**config.mk**
```make
export PLATFORM = sky130hd
export DESIGN_NAME = pomc_top
export DESIGN_NICKNAME = d
export VERILOG_FILES = /design/src/pomc_top.v
export VERILOG_INCLUDE_DIRS = /design/src
export SDC_FILE = /design/constraint.sdc
export NUM_CORES = 1
export LEC_CHECK = 0
export BUFFER_PORTS_ARGS = -buffer_cell sky130_fd_sc_hd__buf_2
export CORE_ASPECT_RATIO = 0.75
export CORE_MARGIN = 1.5
export CORE_UTILIZATION = 40
export CTS_BUF_LIST = sky130_fd_sc_hd__clkbuf_16
export CTS_CLUSTER_DIAMETER = 80
export DETAILED_ROUTE_END_ITERATION = 7
export GPL_ROUTABILITY_DRIVEN = 0
export GPL_TIMING_DRIVEN = 1
export SLEW_MARGIN = 20
export SYNTH_ARGS = -nofsm -noshare
export SYNTH_HDL_FRONTEND = slang
export SYNTH_SLANG_ARGS = --single-unit
```
**constraint.sdc**
```tcl
create_clock -name CLOCK -period 4.3 [get_ports CLOCK]
set_input_delay 0.215 -clock CLOCK [delete_from_list [all_inputs] [get_ports CLOCK]]
set_output_delay 0.215 -clock CLOCK [all_outputs]
set_load 0.02 [all_outputs]
```
**src/pomc_map.vh**
```
// Overview of operation
// - Coding sublayers and data interface active only in Normal and Sleep Request.
// - Standby drives receive data, error and valid low; other pins inputs.
// - Sleep keeps management reachable, restricted to mode control and wake-up.
// - Oscillator off in Standby and Disable, and in Sleep unless held; else follows source.
// - Core regulator on when supply select low, always off in Sleep and Disable.
// - Inhibit output active Normal/Standby/Sleep Request, off in Sleep, configurable in Disable.
// - Coinciding causes resolved by fixed priority, commands and wake-ups after supply and pin events, timeouts last.
// - Normal to Sleep Request on command 1011 or idle power-down timeout.
// - Normal to Sleep Request on low-power code with handshake after timeout.
// - Sleep Request back to Normal on command 0011 or wake-up request.
// - Without acknowledge enable, detected data returns Sleep Request to Normal.
// - With acknowledge enable, command or wake returns only before ack timeout.
// - After request timeout go Silent if signalling enabled, else Sleep.
// - Silent returns to Normal once request timer exceeds its timeout.
// - Undervoltage timing arms after supplies present; persisting undervoltage enters Sleep.
// - In Sleep only mode read or Standby command 1100 take effect.
// - Silent enters Sleep as soon as the line becomes quiet.
`ifndef POMC_MAP_VH
`define POMC_MAP_VH

`define POMC_ADDR_W        8
`define POMC_OFS_MODE      8'h00
`define POMC_OFS_CFG       8'h04
`define POMC_OFS_STATUS    8'h08

`define POMC_CMD_NORMAL    4'h3
`define POMC_CMD_SLEEPREQ  4'hB
`define POMC_CMD_STANDBY   4'hC

`define POMC_CODE_OFF      4'h0
`define POMC_CODE_NORMAL   4'h3
`define POMC_CODE_STANDBY  4'hC
`define POMC_CODE_SLEEPREQ 4'hB
`define POMC_CODE_SILENT   4'h9
`define POMC_CODE_SLEEP    4'hA
`define POMC_CODE_DISABLE  4'h1

`define POMC_CFG_IDLE_PD   0
`define POMC_CFG_LPS_DIS   1
`define POMC_CFG_LPS_HS    2
`define POMC_CFG_FWD_WAKE  3
`define POMC_CFG_CORE_SEL  4
`define POMC_CFG_INH_DIS   5
`define POMC_CFG_KEEP_CLK  6
`define POMC_CFG_CLK_LO    7
`define POMC_CFG_CLK_HI    8
`define POMC_CFG_SLP_ACK   9
`define POMC_CFG_W         10
`define POMC_CFG_RST       10'h000

`define POMC_CLK_MHZ       200
`define POMC_REQ_NS        2000000
`define POMC_ACK_NS        1000000
`define POMC_IDLE_NS       10000000
`define POMC_UV_NS         100000000
`define POMC_REQ_CYC       ((`POMC_REQ_NS / 1000) * `POMC_CLK_MHZ)
`define POMC_ACK_CYC       ((`POMC_ACK_NS / 1000) * `POMC_CLK_MHZ)
`define POMC_IDLE_CYC      ((`POMC_IDLE_NS / 1000) * `POMC_CLK_MHZ)
`define POMC_UV_CYC        ((`POMC_UV_NS / 1000) * `POMC_CLK_MHZ)

`endif

```
**src/pomc_top.v**
```verilog
// The register addresses and the APB interface to the registers are this design's own decisions.
`timescale 1ns/1ps
`include "pomc_map.vh"
module pomc_top #(
   parameter [31:0] REQ_CYC  = `POMC_REQ_CYC,
   parameter [31:0] ACK_CYC  = `POMC_ACK_CYC,
   parameter [31:0] IDLE_CYC = `POMC_IDLE_CYC,
   parameter [31:0] UV_CYC   = `POMC_UV_CYC
) (
   // Clock and reset
   input  wire        CLOCK,
   input  wire        NRST,
   // APB slave
   input  wire        PSEL,
   input  wire        PENABLE,
   input  wire        PWRITE,
   input  wire [7:0]  PADDR,
   input  wire [31:0] PWDATA,
   output reg  [31:0] PRDATA,
   output reg         PREADY,
   output reg         PSLVERR,
   // Supply and pin inputs
   input  wire        VBAT_OK,
   input  wire        VIO_UV,
   input  wire        SUPPLY_UV,
   input  wire        OVERTEMP,
   input  wire        HW_RESET_N,
   input  wire        ENABLE_PIN,
   input  wire        LOCAL_WAKE_EVENT,
   // Link status inputs
   input  wire        PCS_RX_DV,
   input  wire        TXEN,
   input  wire        WAKE_REQ_RX,
   input  wire        LOWPOWER_CODE_SEEN,
   input  wire        FRAME_ACTIVITY,
   input  wire        LINE_ACTIVITY,
   input  wire        LINE_QUIET,
   // Block controls
   output reg         MII_DRIVE_EN,
   output reg         MII_RX_FORCE_LOW,
   output reg         PCS_TX_EN,
   output reg         PCS_RX_EN,
   output reg         ACT_DETECT_EN,
   output reg         OSC_EN,
   output reg         CORE_REG_EN,
   output reg         REGULATOR_INHIBIT_OUT,
   output reg         INT_OUT_EN,
   output reg  [3:0]  MODE_CODE
);

   localparam [6:0] ST_OFF = 7'h01, ST_STANDBY = 7'h02, ST_NORMAL = 7'h04,
                    ST_SLEEPREQ = 7'h08, ST_SILENT = 7'h10, ST_SLEEP = 7'h20,
                    ST_DISABLE = 7'h40;

   // Two-stage synchronisers for all asynchronous pins
   reg  [13:0] sync1_reg;
   reg  [13:0] sync2_reg;
   always @(posedge CLOCK or negedge NRST) begin
      if (!NRST) begin
         sync1_reg <= 14'h0000;
         sync2_reg <= 14'h0000;
      end else begin
         sync1_reg <= {LINE_QUIET, LINE_ACTIVITY, FRAME_ACTIVITY, LOWPOWER_CODE_SEEN,
                       WAKE_REQ_RX, TXEN, PCS_RX_DV, LOCAL_WAKE_EVENT, ENABLE_PIN,
                       HW_RESET_N, OVERTEMP, SUPPLY_UV, VIO_UV, VBAT_OK};
         sync2_reg <= sync1_reg;
      end
   end
   wire vbat_ok    = sync2_reg[0];
   wire vio_uv     = sync2_reg[1];
   wire sup_uv     = sync2_reg[2];
   wire overtemp   = sync2_reg[3];
   wire hw_rst_n   = sync2_reg[4];
   wire enable_pin = sync2_reg[5];
   wire local_wake = sync2_reg[6];
   wire rx_dv      = sync2_reg[7];
   wire tx_en      = sync2_reg[8];
   wire wur_rx     = sync2_reg[9];
   wire lps_seen   = sync2_reg[10];
   wire frame_act  = sync2_reg[11];
   wire line_act   = sync2_reg[12];
   wire line_quiet = sync2_reg[13];

   reg  [6:0]  mode_reg;
   reg  [6:0]  mode_next;
   reg  [`POMC_CFG_W-1:0] cfg_reg;
   reg  [31:0] mode_tmr_reg;
   reg  [31:0] idle_tmr_reg;
   reg  [31:0] uv_tmr_reg;
   reg         uv_armed_reg;
   reg  [3:0]  code_now;

   wire in_sleep = mode_reg == ST_SLEEP;
   // Management is dead while disabled or unpowered
   wire smi_on   = !(mode_reg == ST_DISABLE || mode_reg == ST_OFF);
   wire setup    = PSEL && !PENABLE;
   wire access   = PSEL && PENABLE && PREADY;
   wire hit_mode = PADDR == `POMC_OFS_MODE;
   wire hit_cfg  = PADDR == `POMC_OFS_CFG;
   wire hit_stat = PADDR == `POMC_OFS_STATUS;
   wire mapped   = hit_mode || hit_cfg || hit_stat;
   // In Sleep only the Standby command gets through
   wire cmd_ok   = !in_sleep || PWDATA[3:0] == `POMC_CMD_STANDBY;
   wire cmd_wr   = access && PWRITE && hit_mode && smi_on && cmd_ok;
   wire cfg_wr   = access && PWRITE && hit_cfg && smi_on && !in_sleep;
   wire [3:0] cmd = PWDATA[3:0];

   wire lps_en    = !cfg_reg[`POMC_CFG_LPS_DIS];
   wire slp_ack   = cfg_reg[`POMC_CFG_SLP_ACK];
   wire req_exp   = mode_tmr_reg > REQ_CYC;
   wire ack_live  = mode_tmr_reg < ACK_CYC;
   wire idle_exp  = idle_tmr_reg > IDLE_CYC;
   wire uv_exp    = uv_armed_reg && uv_tmr_reg >= UV_CYC;
   wire wake_req  = (cfg_reg[`POMC_CFG_FWD_WAKE] && local_wake) || wur_rx;
   wire data_det  = rx_dv || tx_en;
   wire any_uv    = vio_uv || sup_uv;

   always @* begin
      mode_next = mode_reg;
      if (!vbat_ok) begin
         mode_next = ST_OFF;
      end else if (mode_reg == ST_OFF) begin
         mode_next = ST_STANDBY;
      end else if (vio_uv) begin
         mode_next = (uv_exp || in_sleep) ? ST_SLEEP : ST_STANDBY;
      end else if (!hw_rst_n && !in_sleep) begin
         mode_next = ST_STANDBY;
      end else if (!enable_pin && !in_sleep) begin
         mode_next = ST_DISABLE;
      end else if (mode_reg == ST_DISABLE) begin
         mode_next = ST_STANDBY;
      end else if (sup_uv || overtemp) begin
         mode_next = (uv_exp || in_sleep) ? ST_SLEEP : ST_STANDBY;
      end else begin
         case (mode_reg)
            ST_STANDBY: begin
               if (cmd_wr && cmd == `POMC_CMD_NORMAL) begin
                  mode_next = ST_NORMAL;
               end
            end
            ST_NORMAL: begin
               // Host may always fall back to Standby from an active mode
               if (cmd_wr && cmd == `POMC_CMD_SLEEPREQ) begin
                  mode_next = ST_SLEEPREQ;
               end else if (cmd_wr && cmd == `POMC_CMD_STANDBY) begin
                  mode_next = ST_STANDBY;
               end else if (cfg_reg[`POMC_CFG_IDLE_PD] && idle_exp) begin
                  mode_next = ST_SLEEPREQ;
               end else if (lps_en && lps_seen && cfg_reg[`POMC_CFG_LPS_HS] && req_exp) begin
                  mode_next = ST_SLEEPREQ;
               end
            end
            ST_SLEEPREQ: begin
               // Before the request timeout only persisting undervoltage leads to Sleep
               // Standby command is honoured even after the acknowledge window
               if (cmd_wr && cmd == `POMC_CMD_STANDBY) begin
                  mode_next = ST_STANDBY;
               end else if ((cmd_wr && cmd == `POMC_CMD_NORMAL) || wake_req) begin
                  if (!slp_ack || ack_live) begin
                     mode_next = ST_NORMAL;
                  end
               end else if (!slp_ack && data_det) begin
                  mode_next = ST_NORMAL;
               end else if (req_exp) begin
                  mode_next = lps_en ? ST_SILENT : ST_SLEEP;
               end
            end
            ST_SILENT: begin
               if (line_quiet) begin
                  mode_next = ST_SLEEP;
               end else if (req_exp) begin
                  mode_next = ST_NORMAL;
               end
            end
            ST_SLEEP: begin
               if ((cmd_wr && cmd == `POMC_CMD_STANDBY) || line_act) begin
                  mode_next = ST_STANDBY;
               end
            end
            default: mode_next = ST_OFF;
         endcase
      end
   end

   always @* begin
      case (mode_reg)
         ST_NORMAL:   code_now = `POMC_CODE_NORMAL;
         ST_STANDBY:  code_now = `POMC_CODE_STANDBY;
         ST_SLEEPREQ: code_now = `POMC_CODE_SLEEPREQ;
         ST_SILENT:   code_now = `POMC_CODE_SILENT;
         ST_SLEEP:    code_now = `POMC_CODE_SLEEP;
         ST_DISABLE:  code_now = `POMC_CODE_DISABLE;
         default:     code_now = `POMC_CODE_OFF;
      endcase
   end

   // Mode, timers and configuration
   always @(posedge CLOCK or negedge NRST) begin
      if (!NRST) begin
         mode_reg     <= ST_OFF;
         mode_tmr_reg <= 32'h00000000;
         idle_tmr_reg <= 32'h00000000;
         uv_tmr_reg   <= 32'h00000000;
         uv_armed_reg <= 1'b0;
         cfg_reg      <= `POMC_CFG_RST;
      end else begin
         mode_reg <= mode_next;
         if (mode_next != mode_reg) begin
            mode_tmr_reg <= 32'h00000000;
         end else if (mode_tmr_reg != 32'hFFFFFFFF) begin
            mode_tmr_reg <= mode_tmr_reg + 32'h00000001;
         end
         if (mode_reg != ST_NORMAL || frame_act) begin
            idle_tmr_reg <= 32'h00000000;
         end else if (idle_tmr_reg != 32'hFFFFFFFF) begin
            idle_tmr_reg <= idle_tmr_reg + 32'h00000001;
         end
         if (mode_reg == ST_OFF) begin
            uv_armed_reg <= 1'b0;
         end else if (!any_uv) begin
            uv_armed_reg <= 1'b1;
         end
         if (!any_uv || !uv_armed_reg) begin
            uv_tmr_reg <= 32'h00000000;
         end else if (uv_tmr_reg != 32'hFFFFFFFF) begin
            uv_tmr_reg <= uv_tmr_reg + 32'h00000001;
         end
         // Reset pin restores defaults, except in Sleep where it is ignored
         if (!vbat_ok || (!hw_rst_n && !in_sleep)) begin
            cfg_reg <= `POMC_CFG_RST;
         end else if (cfg_wr) begin
            cfg_reg <= PWDATA[`POMC_CFG_W-1:0];
         end
      end
   end

   // APB answer prepared in setup so the access phase completes at once
   always @(posedge CLOCK or negedge NRST) begin
      if (!NRST) begin
         PREADY  <= 1'b0;
         PSLVERR <= 1'b0;
         PRDATA  <= 32'h00000000;
      end else begin
         PREADY  <= setup;
         PSLVERR <= setup && !mapped;
         PRDATA  <= 32'h00000000;
         if (setup && smi_on) begin
            if (hit_mode) begin
               PRDATA <= {28'h0000000, code_now};
            end else if (hit_cfg && !in_sleep) begin
               PRDATA <= {22'h000000, cfg_reg};
            end else if (hit_stat && !in_sleep) begin
               PRDATA <= {17'h00000, uv_armed_reg, sync2_reg};
            end
         end
      end
   end

   // Block controls follow the mode being entered, MODE_CODE the current mode
   always @(posedge CLOCK or negedge NRST) begin
      if (!NRST) begin
         MII_DRIVE_EN          <= 1'b0;
         MII_RX_FORCE_LOW      <= 1'b0;
         PCS_TX_EN             <= 1'b0;
         PCS_RX_EN             <= 1'b0;
         ACT_DETECT_EN         <= 1'b0;
         OSC_EN                <= 1'b0;
         CORE_REG_EN           <= 1'b0;
         REGULATOR_INHIBIT_OUT <= 1'b0;
         INT_OUT_EN            <= 1'b0;
         MODE_CODE             <= `POMC_CODE_OFF;
      end else begin
         MII_DRIVE_EN     <= mode_next == ST_NORMAL || mode_next == ST_SLEEPREQ;
         PCS_TX_EN        <= mode_next == ST_NORMAL || mode_next == ST_SLEEPREQ;
         PCS_RX_EN        <= mode_next == ST_NORMAL || mode_next == ST_SLEEPREQ;
         MII_RX_FORCE_LOW <= mode_next == ST_STANDBY;
         ACT_DETECT_EN    <= mode_next == ST_STANDBY || mode_next == ST_SLEEP;
         case (mode_next)
            ST_NORMAL, ST_SLEEPREQ, ST_SILENT:
               OSC_EN <= !cfg_reg[`POMC_CFG_CLK_HI];
            ST_SLEEP:
               OSC_EN <= cfg_reg[`POMC_CFG_KEEP_CLK] && !cfg_reg[`POMC_CFG_CLK_HI];
            default:
               OSC_EN <= 1'b0;
         endcase
         CORE_REG_EN <= !cfg_reg[`POMC_CFG_CORE_SEL] && (mode_next == ST_NORMAL ||
                        mode_next == ST_STANDBY || mode_next == ST_SLEEPREQ ||
                        mode_next == ST_SILENT);
         case (mode_next)
            ST_NORMAL, ST_STANDBY, ST_SLEEPREQ, ST_SILENT:
               REGULATOR_INHIBIT_OUT <= 1'b1;
            ST_DISABLE:
               REGULATOR_INHIBIT_OUT <= cfg_reg[`POMC_CFG_INH_DIS];
            default:
               REGULATOR_INHIBIT_OUT <= 1'b0;
         endcase
         INT_OUT_EN <= mode_next == ST_NORMAL || mode_next == ST_STANDBY ||
                       mode_next == ST_SLEEPREQ || mode_next == ST_SILENT;
         MODE_CODE  <= code_now;
      end
   end

endmodule // pomc_top

```
==> Word level (Yosys, flattened, before mapping) <==
Cells that the tools add are included.
{ "op_classes": {"addsub": 3, "magnitude_cmp": 4, "n_eq_ne": 24, "mux": 40, "reduce_logical": 68} }
{ "ops": {"columns": ["operator", "count"], "rows": [
  ["$mux 32", 6],
  ["$mux 7", 20],
  ["$add 32x1->32 const B", 3],
  ["$ne 32x32->1 const B", 3],
  ["$mux 15", 4],
  ["$pmux 7 s5", 1],
  ["$ge 32x25->1 const B", 1],
  ["$gt 32x19->1 const B", 1],
  ["$gt 32x21->1 const B", 1],
  ["$lt 32x18->1 const B", 1],
  ["$logic_and 1x1->1", 28],
  ["$pmux 4 s6", 1],
  ["$logic_or 1x1->1", 20],
  ["$mux 10", 2],
  ["$eq 7x2->1 const B", 2],
  ["$eq 7x3->1 const B", 2],
  ["$eq 7x4->1 const B", 2],
  ["$eq 7x5->1 const B", 2],
  ["$eq 7x6->1 const B", 2],
  ["$eq 7x7->1 const B", 2],
  ["$logic_not 1->1", 13],
  ["$mux 6", 2],
  ["$eq 4x4->1 const B", 2],
  ["$eq 8x3->1 const B", 1],
  ["12 further kinds", 17]
]} }
{ "totals": {"ff_bits": 187, "inputBits": 59, "out_inout_bits": 47, "word_cells": 158} }

==> Longest topological paths before layout <==
Gate-level depths: netlist of run 1.
{ "depth": {"ltp_word": 23, "mapped_depth": 11, "ltp_nobuf": 11} }

==> Worst setup path before layout of run 1 <==
No wires, ideal clock.
{ "synth_path": {"path_type": "register to register", "start": "register mode_reg[6]", "end": "register mode_tmr_reg[21]", "setup_time_ps": 130, "arrival_ps": 2601, "required_ps": 4170, "slack_ps": 1569, "stages_incl_launch_ff": 11, "path_buffers": 2, "synth_period_minus_slack_ps": 2731, "cell_sequence": "dfrtp_1 -> buf_6 -> or4_4 -> or4_4 -> a31oi_1 -> nand2_1 -> o41ai_2 -> nor4_1 -> nand4_2 -> buf_6 -> nor3_2"} }
{ "synth_via": {"elab_chain_cells": 19, "elab_cells_between_ends": 46, "cone_classes": "eq/ne: 8; mux: 23; reduce/logical: 15"} }
{ "synth_lines": {"columns": ["element", "line", "source"], "rows": [
  ["from (decl)", "pomc_top.v:84", "reg [6:0] mode_reg;"],
  ["from (signal assigned)", "pomc_top.v:207", "mode_reg <= mode_next;"],
  ["$eq 7x7->1 or $eq 7x1->1 (tied branches)", "pomc_top.v:95, pomc_top.v:130, pomc_top.v:122", null],
  ["$logic_or 1x1->1", "pomc_top.v:95", "wire smi_on = !(mode_reg == ST_DISABLE || mode_reg == ST_OFF);"],
  ["$logic_not 1->1", "pomc_top.v:95", null],
  ["$logic_and 1x1->1 (2 in a row)", "pomc_top.v:104", "wire cmd_wr = access && PWRITE && hit_mode && smi_on && cmd_ok;"],
  ["$logic_and 1x1->1 (no line)", null, null],
  ["$logic_or 1x1->1", "pomc_top.v:158", "end else if ((cmd_wr && cmd == `POMC_CMD_NORMAL) || wake_req) begin"],
  ["$mux 7", "pomc_top.v:158", null],
  ["$mux 7", "pomc_top.v:156", "if (cmd_wr && cmd == `POMC_CMD_STANDBY) begin"],
  ["[... 2 more ...]", null, null],
  ["$mux 7", "pomc_top.v:130", "end else if (mode_reg == ST_DISABLE) begin"],
  ["$mux 7", "pomc_top.v:128", "end else if (!enable_pin && !in_sleep) begin"],
  ["$mux 7", "pomc_top.v:126", "end else if (!hw_rst_n && !in_sleep) begin"],
  ["$mux 7", "pomc_top.v:124", "end else if (vio_uv) begin"],
  ["$mux 7", "pomc_top.v:122", "end else if (mode_reg == ST_OFF) begin"],
  ["$mux 7", "pomc_top.v:120", "if (!vbat_ok) begin"],
  ["$ne 7x7->1 *", "pomc_top.v:208", "if (mode_next != mode_reg) begin"],
  ["$mux 32 or $reduce_bool 2->1 (tied branches)", null, null],
  ["to (signal assigned)", "pomc_top.v:211", "mode_tmr_reg <= mode_tmr_reg + 32'h00000001;"],
  ["to (decl)", "pomc_top.v:87", "reg [31:0] mode_tmr_reg;"]
]} }
Every way passes the cells marked *; elsewhere a longest branch is shown, timed or not.
A chain may end at the register's enable or synchronous reset.

==> Final worst setup path of run 1 <==
{ "layout_path": {"start": "register mode_reg[6]", "end": "register mode_tmr_reg[1]"} }
Same word-level chain as after synthesis.

==> Implementation_results.wiki, run 1 <==
{| class="wikitable"
! Metric !! Value
|-
| Half-perimeter wire length of the detailed placement result || ~15 mm
|-
| Number of antenna-violating nets in the routed design || 0
|-
| Reported max-cap violation count || 0
|-
| Slew at the pin closest to its max-slew limit || 923 ps
|-
| Clock buffers created by TritonCTS || 17
|-
| Headroom to the max-slew limit || 0.380
|-
| Synthesized-area fraction occupied by ao, oa, aoi and oai cells || 0.102
|-
| Number of antenna violations at the first check in global routing || 0
|-
| Proportion of netlist area held by the largest area contributor || 0.474
|-
| Dominant cell type by area after synthesis || sky130_fd_sc_hd__dfrtp_1
|-
| Post-Synth Simple-Gate Area || 0.269
|-
| Sum of negative setup slack || 0 ps
|-
| Comb pwr share || 0.068
|-
| Global-route wire length before repair || about 36 mm
|-
| Worst endpoint required time || around 4600 ps
|-
| Warnings from Yosys || 0
|-
| Total core area || 0.0220 sq mm
|-
| Start-to-end type of the worst setup path || reg -> reg
|-
| Total Power || ~3.4 mW
|-
| Resized Gates After CTS || 0
|-
| Clock insertion delay at the later pin of the skew report || ~430 ps
|-
| Pin count of the biggest net entering global routing || 98
|-
| Antenna Diode Count || 0
|-
| Vias per inst || ~5.4
|-
| Fmax achieved || 274 MHz
|-
| Worst hold slack || 27.2 ps
|-
| Number of instances in the synthesized netlist || 904
|-
| Number of standard cells in the layout, taps in and fillers out || roughly 1,300
|-
| Final Setup Violations || 0
|-
| Hold crit path type || in -> reg
|-
| Final clock period utilization by the worst path || 0.848
|-
| Synth unique cells || 84
|-
| Async set-or-reset flop fraction in the synthesized netlist || 1.00
|-
| Maximum cell stage delay along the critical path || ~630 ps
|-
| Number of placed cells counting well taps || 1,246
|-
| Port Buffer Count || between 60 and 70
|-
| Final Slew Violations || 0
|-
| Number of remaining DRC errors || 0
|-
| Switching fraction of total power || 0.261
|-
| Crit path launch type || flip-flop
|-
| Wire length per cell after detailed routing || 16.6 microns
|-
| Initial drt markers || 604
|-
| Die ar. || 0.0232 sq mm
|-
| Fraction of layout cells with a size suffix above 1 || 0.164
|-
| Critical path data arrival time || slightly below 4000 ps
|-
| Maximum buffer depth of the clock tree || 2
|-
| Root buffer cell || sky130_fd_sc_hd__clkbuf_16
|-
| Yosys reg bits || 170
|-
| Cell area power density || 333 mW/mm^2
|-
| Tmin final || about 3600 ps
|-
| Number of rows created at floorplan || 47
|-
| Vias in the first global route || 6,525
|-
| Effective utilization at floorplan || 0.406
|-
| CP endpoint kind || flip-flop
|-
| Layout Skew || roughly 11 ps
|-
| Largest fanout on the critical path || 22
|-
| Unrepaired setup endpoints after global routing || false
|-
| Total count of hold-check failures in the final report || 0
|-
| Mean instance size in the synthesized netlist || 9.87 sq um
|-
| Cell with the largest stage delay on the worst path || sky130_fd_sc_hd__nor4_1
|-
| Post-detailed-routing wire length || 21.5 mm
|-
| CTS tree || built
|-
| Clock Power Share || 0.447
|-
| Total via count in the routed design || 6,979
|-
| Cell repeated most along the worst path || sky130_fd_sc_hd__nor4_1
|-
| Share of the synthesized netlist area taken by xor and xnor gates || 0.0835
|-
| Vertical die dimension || roughly 130 microns
|-
| Cell-internal power || 2.53 mW
|-
| Main combinational cell family by area after synthesis || simple AND/OR/NAND/NOR gates
|-
| Layout overhead on the synthesized area || 15.3%
|-
| GRT Resource Usage Total || 0.194
|-
| EDFF count, synth || 0
|-
| Share of synthesized cell area in full adder, half adder and majority cells || 0.00842
|-
| Run status || complete, no violations
|-
| I/O pin count || approximately 110
|-
| Post-synthesis mux area share || 0.0147
|-
| Most used flip-flop cell after synthesis || sky130_fd_sc_hd__dfrtp_1
|-
| NetSw || 894 uW
|-
| Synth area leaders || sky130_fd_sc_hd__dfrtp_1, sky130_fd_sc_hd__xor2_1, sky130_fd_sc_hd__nor2_1, sky130_fd_sc_hd__xnor2_1, sky130_fd_sc_hd__nand3_1
|-
| Total grt overflow || 0
|-
| Sequential Power Share || 0.484
|-
| Clk pin slew, worst setup/hold paths || roughly 70 ps
|-
| IR Drop Worst-Case VDD || between 0.0002 and 0.00025 V
|-
| Number of H-tree branching levels || 4
|-
| Leakage power total || 4.26 nW
|-
| Crit-path cells || nor4_1, nand4b_1, a221o_1, a21oi_1, o41ai_2, nor4_1, nand4_2, buf_12, nor4_1
|-
| Share of the yosys chip area belonging to registers || 0.477
|-
| Syn Std Cell Area || 0.00892 sq mm
|-
| DR pass1 iterations || 6
|-
| Horizontal die dimension || 175 microns
|-
| Total of fill cells in the finished design || 2,108
|-
| Clock Sinks || 170
|-
| Final nets || 1,052
|}
==> cell usage in the layout (no fill, tap or decap), types with 18 or more instances in the layout <==
cell / instances
sky130_fd_sc_hd__a21oi_1: 23
sky130_fd_sc_hd__and3_1: 18
sky130_fd_sc_hd__buf_2: 65
sky130_fd_sc_hd__dfrtp_1: 169
sky130_fd_sc_hd__inv_1: 28
sky130_fd_sc_hd__nand2_1: 65
sky130_fd_sc_hd__nand3_1: 60
sky130_fd_sc_hd__nand4_1: 19
sky130_fd_sc_hd__nor2_1: 104
sky130_fd_sc_hd__nor3_1: 27
sky130_fd_sc_hd__nor3_2: 29
sky130_fd_sc_hd__nor4_1: 20
sky130_fd_sc_hd__o21ai_0: 24
sky130_fd_sc_hd__xnor2_1: 35
sky130_fd_sc_hd__xor2_1: 50
==> final cells by class <==
cell class	count	area, sq um	area share
Multi-Input combinational cell	676	4340	0.422
Sequential cell	170	4260	0.414
Timing Repair Buffer	95	632	0.0614
Clock buffer	17	425	0.0414
Tap cell	294	368	0.0358
Clock inverter	15	161	0.0157
Inverter	27	101	0.00985
==> through the flow <==
stage / worst slack, ps / util / instance area [sq um]
after floorplan: 1570 / - / 8980
after global placement: 771 / 0.434 / 9540
after detailed placement: 741 / 0.434 / 9540
after CTS: 717 / 0.468 / 10300
after global routing: 468 / 0.468 / 10300
final: 654 / 0.468 / 10300
==> worst paths after layout <==
| check | endpoint | cells past startpoint | slack (ps) | from |
|---|---|---|---|---|
| hold / removal | cfg_reg[7] | 3 | 30 | PWDATA[7] |
| hold reg to reg | sync2_reg[11] | 0 | 350 | sync1_reg[11] |
| setup reg to reg | mode_tmr_reg[1] | 9 | 650 | mode_reg[6] |
| setup / recovery | mode_tmr_reg[1] | 9 | 650 | mode_reg[6] |
| max in group asynchronous | mode_reg[0] | 3 | 2930 | NRST |
| min in group asynchronous | PCS_RX_EN | 2 | 440 | NRST |
==> power groups by stage <==
stage	Clock (mW)	Sequential, mW	Combinational [mW]
2_1_floorplan	0	1.68	0.138
3_3_place_gp	0	1.69	0.225
3_5_place_dp	0	1.69	0.224
4_1_cts	1.58	1.66	0.236
5_1_grt	1.64	1.66	0.261
6_report	1.53	1.66	0.234
==> synth_stat cells, types with 20 or more instances <==
cell,instances
sky130_fd_sc_hd__a21oi_1,23
sky130_fd_sc_hd__dfrtp_1,169
sky130_fd_sc_hd__inv_1,27
sky130_fd_sc_hd__nand2_1,65
sky130_fd_sc_hd__nand3_1,60
sky130_fd_sc_hd__nor2_1,105
sky130_fd_sc_hd__nor3_1,27
sky130_fd_sc_hd__nor3_2,29
sky130_fd_sc_hd__nor4_1,20
sky130_fd_sc_hd__o21ai_0,25
sky130_fd_sc_hd__xnor2_1,35
sky130_fd_sc_hd__xor2_1,50
==> layer usage <==
layer  global-route usage  part of all wire  routed length, microns
met1                0.311              0.52                   11200
met2                0.246              0.38                    8260
met3               0.0643             0.087                    1890
met4               0.0432            0.0078                     169
met5                    0                 0                       0
==> critical path, delay by kind of cell (launching register included) <==
kind / cells / cell delay (ps)
buffers and inverters: 1 / 360
AND/OR/NAND/NOR: 5 / 2040
AO/OA/AOI/OAI: 3 / 600
flip-flops: 1 / 530
==> timing repair <==
action,in CTS,in global routing
buffers inserted,0,0
hold buffers,16,0
hold endpoints to repair,111,0
==> kinds of logic after synthesis <==
| kind of cell | count (synthesis) |
|---|---|
| compound gates | 126 |
| xor+xnor | 85 |
| fa+ha+maj | 6 |
| buf+inv | 74 |
| flops | 170 |
| mux | 13 |
| other cells | 1 |
| simple gates | 429 |
Note: power is estimated with default switching activity, not from simulation.
==> run 2: changes to the inputs <==
==> constraint.sdc (replaced) <==
create_clock -name CLOCK -period 3.2 [get_ports CLOCK]
set_input_delay 0.16 -clock CLOCK [delete_from_list [all_inputs] [get_ports CLOCK]]
set_output_delay 0.16 -clock CLOCK [all_outputs]
set_load 0.02 [all_outputs]
==> run 2 against run 1 <==
Against the previous run:
- clock skew is essentially flat
- non-clock buffer count grew 42
- first-iteration DRC count grew 4.8%
- critical path depth grew 1
- total power grew 36%
- cell count grew 3.3%
- wire length grew 3.0%
- setup slack lost 480 ps
- critical path type unchanged
- largest cell class unchanged
- largest power group unchanged
- highest routed layer unchanged
==> Implementation_results.wiki, run 2 (synthesis gave the netlist of run 1 again) <==
{| class="wikitable"
! Metric !! Value
|-
| Cell area power density || 437 mW/mm^2
|-
| Clock Sinks || 170
|-
| Clock insertion delay at the later pin of the skew report || 440 ps
|-
| Slew at the pin closest to its max-slew limit || about 870 ps
|-
| Total count of hold-check failures in the final report || 0
|-
| Total core area || 0.0220 sq mm
|-
| Setup ws final || 177 ps
|-
| Clock buffers created by TritonCTS || 17
|-
| Setup slack at placement || 94.2 ps
|-
| Clock Power Share || 0.447
|-
| Destination of the worst hold path || cfg_reg[0]
|-
| Number of rows created at floorplan || 47
|-
| DR pass1 iterations || 5
|-
| CTS tree || built
|-
| Die ar. || approximately 0.023 sq mm
|-
| GRT Resource Usage Total || 0.199
|-
| Highest Signal Layer || met4
|-
| Layout Skew || between 10 and 15 ps
|-
| Combined flip-flop and latch cell area || 0.00426 sq mm
|-
| Routed length on met1 || 11.8 mm
|-
| Reg2Reg Capture Point || REGULATOR_INHIBIT_OUT
|-
| Wire length per cell after detailed routing || 16.6 microns
|-
| Sum of negative setup slack || 0 ps
|-
| Most used cells in the layout excluding fill and tap cells || sky130_fd_sc_hd__dfrtp_1, sky130_fd_sc_hd__nor2_1, sky130_fd_sc_hd__nand2_1, sky130_fd_sc_hd__buf_2, sky130_fd_sc_hd__nand3_1
|-
| Leakage power total || between 4 and 5 nW
|-
| Run status || complete, no violations
|-
| Most common library cell in the layout ignoring fill and taps || sky130_fd_sc_hd__dfrtp_1
|-
| Cell with the largest stage delay on the worst path || sky130_fd_sc_hd__dfrtp_1
|-
| Worst hold slack || 24.3 ps
|-
| Maximum buffer depth of the clock tree || 2
|-
| Root buffer cell || sky130_fd_sc_hd__clkbuf_16
|-
| Cell-internal power || 3.48 mW
|-
| NetSw || approximately 1.2 mW
|-
| Port Buffer Count || 66
|-
| Worst R2R Setup Slack || 180 ps
|-
| Worst endpoint required time || 3510 ps
|-
| Global-route wire length before repair || 35.7 mm
|-
| CP endpoint kind || flip-flop
|-
| Unrepaired setup endpoints after global routing || false
|-
| Tmin final || 3020 ps
|-
| Final clock period utilization by the worst path || 0.945
|-
| Maximum cell stage delay along the critical path || 500 ps
|-
| Number of remaining DRC errors || 0
|-
| Launch point of the worst hold path || PWDATA[0]
|-
| Headroom to the max-slew limit || 0.419
|-
| Hold-critical path depth || 3
|-
| Number of antenna violations at the first check in global routing || 2
|-
| Layout overhead on the synthesized area || 19.4%
|-
| Total Power || 4.65 mW
|-
| Clk pin slew, worst setup/hold paths || 70 ps
|-
| Combined area of the multi-input logic cells || between 0.004 and 0.005 sq mm
|-
| Critical path data arrival time || approximately 3300 ps
|-
| Reported max-cap violation count || 0
|-
| Number of H-tree branching levels || 4
|-
| Vertical die dimension || 132 microns
|-
| Fraction of layout cells with a size suffix above 1 || 0.195
|-
| Total via count in the routed design || 7,163
|-
| Top cell family by delay on the critical path || compound AO/OA/AOI/OAI gates
|-
| Met2 WL post-DR || 8.35 mm
|-
| Fmax achieved || 331 MHz
|-
| Half-perimeter wire length of the detailed placement result || 15.9 mm
|-
| Comb pwr share || 0.075
|-
| Pin count of the biggest net entering global routing || 74
|-
| Final nets || 1,094
|-
| Number of post-CTS setup repair buffers || 0
|-
| Total of fill cells in the finished design || 2,079
|-
| Hold crit path type || in -> reg
|-
| Post-detailed-routing wire length || ~22 mm
|-
| Wire length on met3 || around 1.9 mm
|-
| Switching fraction of total power || 0.253
|-
| Crit path buf inv count || 3
|-
| Count of cells along the worst register-to-register path || 10
|-
| IR Drop Worst-Case VDD || between 0.0003 and 0.0004 V
|-
| Vias in the first global route || 6,571
|-
| Initial drt markers || 633
|-
| Horizontal die dimension || 175 microns
|-
| Vias per inst || 5.36
|-
| Crit-path cells || buf_4, or3b_2, o21ai_1, nor3_1, buf_4, o41ai_1, a21oi_1, o31ai_1, buf_4, nand3_1
|-
| I/O pin count || 106
|-
| Effective utilization at floorplan || 0.406
|-
| Start-to-end type of the worst setup path || reg -> reg
|-
| Sequential Power Share || 0.478
|-
| Total grt overflow || 0
|-
| Crit path launch type || flip-flop
|-
| Cell repeated most along the worst path || sky130_fd_sc_hd__buf_4
|-
| Origin of the critical flop-to-flop path || mode_reg[1]
|-
| Final Slew Violations || 0
|-
| Final Setup Violations || 0
|-
| Number of antenna-violating nets in the routed design || 0
|-
| Largest fanout on the critical path || 8
|}
## run 2: cell types whose count changed in the layout (fill, tap and decap cells not counted), sizes merged
cell,before,now
bufinv,1,2
inv,37,34
buf,79,113
clkinv,3,6
clkinvlp,1,0
dlygate4sd3,16,24
diode,0,1
## run 2: timing repair
action,in CTS,in global routing
endpoints found under the hold margin,87,0
hold buffers,24,0
setup endpoints to repair,0,29
resized for setup,0,6
## run 2: power groups by stage
stage          clock network (mW)  logic [mW]  registers [mW]
2_1_floorplan                   0       0.186            2.26
3_3_place_gp                    0       0.323            2.26
3_5_place_dp                    0       0.324            2.26
4_1_cts                      2.14       0.348            2.22
5_1_grt                      2.23       0.384            2.23
6_report                     2.08       0.350            2.22
## run 2: worst min-delay path, stage by stage
cell,delay [ps]
sky130_fd_sc_hd__buf_2,110
sky130_fd_sc_hd__mux2i_1,70
sky130_fd_sc_hd__nor2_1,80
## run 2: worst max-delay path by stage
stage                                       end  cells after the start            start
after global placement         mode_tmr_reg[31]                     11      mode_reg[2]
final                     REGULATOR_INHIBIT_OUT                     10      mode_reg[1]
after global routing           mode_tmr_reg[21]                     11  idle_tmr_reg[0]
after CTS                      mode_tmr_reg[31]                     11      mode_reg[2]
after detailed placement       mode_tmr_reg[31]                     11      mode_reg[2]
after floorplan                mode_tmr_reg[21]                     10      mode_reg[6]
## run 2: area by class of cell
type | instances | area share
clock inverters | 15 | 0.0155
repair buffers | 137 | 0.0911
diodes | 1 | 0.000235
clock buffers | 17 | 0.0399
multi-input cells | 676 | 0.410
inverters | 27 | 0.00951
well taps | 294 | 0.0345
flip-flops and latches | 170 | 0.400
## run 2: per-layer routing
metal	vias to the layer above	track usage
li1	3460	-
met1	3429	0.323
met2	252	0.250
met3	22	0.0505
met4	0	0.0598
met5	-	0
## run 2: per-stage QoR
| step | std cells | utilization | cell area (sq um) |
|---|---|---|---|
| after CTS | 1336 | 0.483 | 10600 |
| final | 1337 | 0.484 | 10700 |
| after floorplan | 920 | - | 8980 |
| after global placement | 1280 | 0.445 | 9790 |
| after detailed placement | 1280 | 0.445 | 9790 |
| after global routing | 1336 | 0.484 | 10700 |
==> run 3: changes to the inputs <==
--- a/config.mk
+++ b/config.mk
@@ -7,6 +7,8 @@
 export NUM_CORES = 1
 export LEC_CHECK = 0
 export BUFFER_PORTS_ARGS = -buffer_cell sky130_fd_sc_hd__buf_2
+export CELL_PAD_IN_SITES_DETAIL_PLACEMENT = 1
+export CELL_PAD_IN_SITES_GLOBAL_PLACEMENT = 1
 export CORE_ASPECT_RATIO = 0.75
 export CORE_MARGIN = 1.5
 export CORE_UTILIZATION = 40
@@ -15,6 +17,7 @@
 export DETAILED_ROUTE_END_ITERATION = 7
 export GPL_ROUTABILITY_DRIVEN = 0
 export GPL_TIMING_DRIVEN = 1
+export PLACE_DENSITY_LB_ADDON = 0.1
 export SLEW_MARGIN = 20
 export SYNTH_ARGS = -nofsm -noshare
 export SYNTH_HDL_FRONTEND = slang
==> run 3 against run 2 <==
Against the previous run:
- via count is 1.7% higher
- cell count is essentially flat
- first-iteration DRC count fell by 19%
- register-to-register slack about the same
- utilization down 0.051 points
- largest cell class unchanged
- largest power group unchanged
- highest routed layer unchanged
==> Implementation_results.wiki, run 3 (synthesis gave the netlist of run 1 again) <==
{| class="wikitable"
! Metric !! Value
|-
| Vias per inst || 5.44
|-
| Maximum cell stage delay along the critical path || around 650 ps
|-
| CP endpoint kind || flip-flop
|-
| Total count of hold-check failures in the final report || 0
|-
| Worst R2R Setup Slack || 170 ps
|-
| Last element of the critical path || mode_tmr_reg[20]
|-
| I/O pin count || approximately 110
|-
| Comb pwr share || 0.077
|-
| Total via count in the routed design || around 7,300
|-
| Maximum buffer depth of the clock tree || 2
|-
| Die ar. || about 0.023 sq mm
|-
| Reg2Reg Capture Point || mode_tmr_reg[20]
|-
| Wire length per cell after detailed routing || about 19 microns
|-
| Layout Skew || 11.7 ps
|-
| Cell with the largest stage delay on the worst path || sky130_fd_sc_hd__or4_4
|-
| Antenna Diode Count || 0
|-
| Clock buffers created by TritonCTS || 17
|-
| Count of cells along the worst register-to-register path || 10
|-
| Vertical die dimension || approximately 130 microns
|-
| Fmax achieved || roughly 330 MHz
|-
| Start-to-end type of the worst setup path || reg -> reg
|-
| Layout overhead on the synthesized area || 19.3%
|-
| Setup ws final || 167 ps
|-
| Final Setup Violations || 0
|-
| Reported max-cap violation count || 0
|-
| Number of rows created at floorplan || 47
|-
| Clock Sinks || 170
|-
| Total Power || 4.64 mW
|-
| Most common library cell in the layout ignoring fill and taps || sky130_fd_sc_hd__dfrtp_1
|-
| GRT Resource Usage Total || 0.231
|-
| Leakage power total || roughly 4.5 nW
|-
| Global-route wire length before repair || 41.5 mm
|-
| Initial drt markers || 514
|-
| Number of remaining DRC errors || 0
|-
| Port Buffer Count || 66
|-
| Total grt overflow || 0
|-
| Largest fanout on the critical path || 22
|-
| Cell area power density || 436 mW/mm^2
|-
| Most used cells in the layout excluding fill and tap cells || sky130_fd_sc_hd__dfrtp_1, sky130_fd_sc_hd__nor2_1, sky130_fd_sc_hd__nand2_1, sky130_fd_sc_hd__buf_2, sky130_fd_sc_hd__nand3_1
|-
| Total core area || ~0.022 sq mm
|-
| Worst endpoint required time || 3520 ps
|-
| Run status || complete, no violations
|-
| Sequential Power Share || 0.480
|-
| Beginning of the critical path || mode_reg[6]
|-
| Crit-path cells || or4_4, or4_4, a31oi_1, nand2_1, buf_4, nor3_1, mux2i_1, o211ai_4, buf_12, nor3_2
|-
| Sum of negative setup slack || 0 ps
|-
| Slew at the pin closest to its max-slew limit || 895 ps
|-
| Effective utilization at floorplan || 0.406
|-
| DR pass1 iterations || 5
|-
| Hold crit path type || in -> reg
|-
| Clk pin slew, worst setup/hold paths || 60 ps
|-
| CTS tree || built
|-
| Vias in the first global route || approximately 7,300
|-
| Root buffer cell || sky130_fd_sc_hd__clkbuf_16
|-
| Half-perimeter wire length of the detailed placement result || 18.7 mm
|-
| Tmin final || between 3000 and 4000 ps
|-
| Fraction of layout cells with a size suffix above 1 || 0.194
|-
| Unrepaired setup endpoints after global routing || false
|-
| Origin of the critical flop-to-flop path || mode_reg[6]
|-
| Cell-internal power || roughly 3.5 mW
|-
| Clock Power Share || 0.443
|-
| Cell repeated most along the worst path || sky130_fd_sc_hd__or4_4
|-
| Switching fraction of total power || 0.254
|-
| Number of antenna violations at the first check in global routing || 0
|-
| Clock insertion delay at the later pin of the skew report || 440 ps
|-
| Final nets || 1,097
|-
| Final Slew Violations || 0
|-
| Post-detailed-routing wire length || between 20 and 30 mm
|-
| Headroom to the max-slew limit || 0.402
|-
| NetSw || 1.18 mW
|-
| IR Drop Worst-Case VDD || 0.000395 V
|-
| Setup slack at placement || 144 ps
|-
| Horizontal die dimension || 175 microns
|-
| Number of H-tree branching levels || 4
|-
| Final clock period utilization by the worst path || 0.948
|-
| Critical path data arrival time || around 3400 ps
|-
| Number of antenna-violating nets in the routed design || 0
|-
| Pin count of the biggest net entering global routing || 65
|-
| Crit path launch type || flip-flop
|}
run 3: changes by cell type in the layout (fill, tap and decap cells not counted), moves of 2 or more:
cell and change:
sky130_fd_sc_hd__inv_6 -2, sky130_fd_sc_hd__buf_4 +4, sky130_fd_sc_hd__clkinvlp_4 +2, sky130_fd_sc_hd__clkinv_4 -2
run 3: power by group through the flow:
stage               registers (mW)  logic [mW]  clock network [mW]
CTS                           2.22       0.360                2.12
global placement              2.26       0.331                   0
finish                        2.23       0.359                2.06
detailed placement            2.26       0.336                   0
global route                  2.23       0.396                2.20
floorplan                     2.26       0.186                   0
run 3: cell type report:
| cell class | count | area, sq um |
|---|---|---|
| clock buffer | 17 | 425 |
| multi-input combinational | 676 | 4360 |
| fill | 2491 | 11400 |
| inverter | 27 | 101 |
| timing repair buffer | 140 | 981 |
| clock inverter | 14 | 149 |
| tap | 294 | 368 |
| sequential | 170 | 4260 |
run 3: how the worst min path moves through the flow:
stage,start,endpoint,depth (start not counted)
4_1_cts,PWDATA[2],cfg_reg[2],3
2_1_floorplan,NRST,ACT_DETECT_EN,0
5_1_grt,PWDATA[3],cfg_reg[3],3
3_5_place_dp,NRST,mode_tmr_reg[12],1
6_report,PWDATA[3],cfg_reg[3],3
3_3_place_gp,NRST,mode_tmr_reg[12],1
run 3: per-layer routing:
layer / track usage / part of all wire / wire, microns / up-vias
met5: 0 / 0 / 0 / -
li1: - / - / - / 3459
met2: 0.297 / 0.39 / 9920 / 181
met4: 0.0522 / 0.0070 / 178 / 0
met1: 0.369 / 0.54 / 13600 / 3630
met3: 0.0706 / 0.068 / 1720 / 14
run 3: what timing repair did:
| action | CTS | global route |
|---|---|---|
| setup endpoints to repair | 0 | 35 |
| endpoints found under the hold margin | 81 | 0 |
| hold buffers | 24 | 0 |
| resized for setup | 0 | 7 |
| buffers inserted | 0 | 1 |
run 3: metrics by stage:
| stage | cell area, sq um | instances | hold WS (ps) | utilization |
|---|---|---|---|---|
| floorplan | 8980 | 920 | -136 | - |
| global placement | 9800 | 1282 | 191 | 0.445 |
| detailed placement | 9800 | 1282 | 196 | 0.446 |
| CTS | 10600 | 1337 | 11.2 | 0.483 |
| global route | 10600 | 1338 | 23.4 | 0.484 |
| finish | 10600 | 1338 | 30.5 | 0.484 |
run 3: worst max-delay path: cells and delay by family (launching register included):
family	cells	cell delay [ps]
and+or+nand+nor	5	1470
DFF	1	490
buffers and inverters	2	440
AOI/OAI and AO/OA	2	360
muxes	1	140
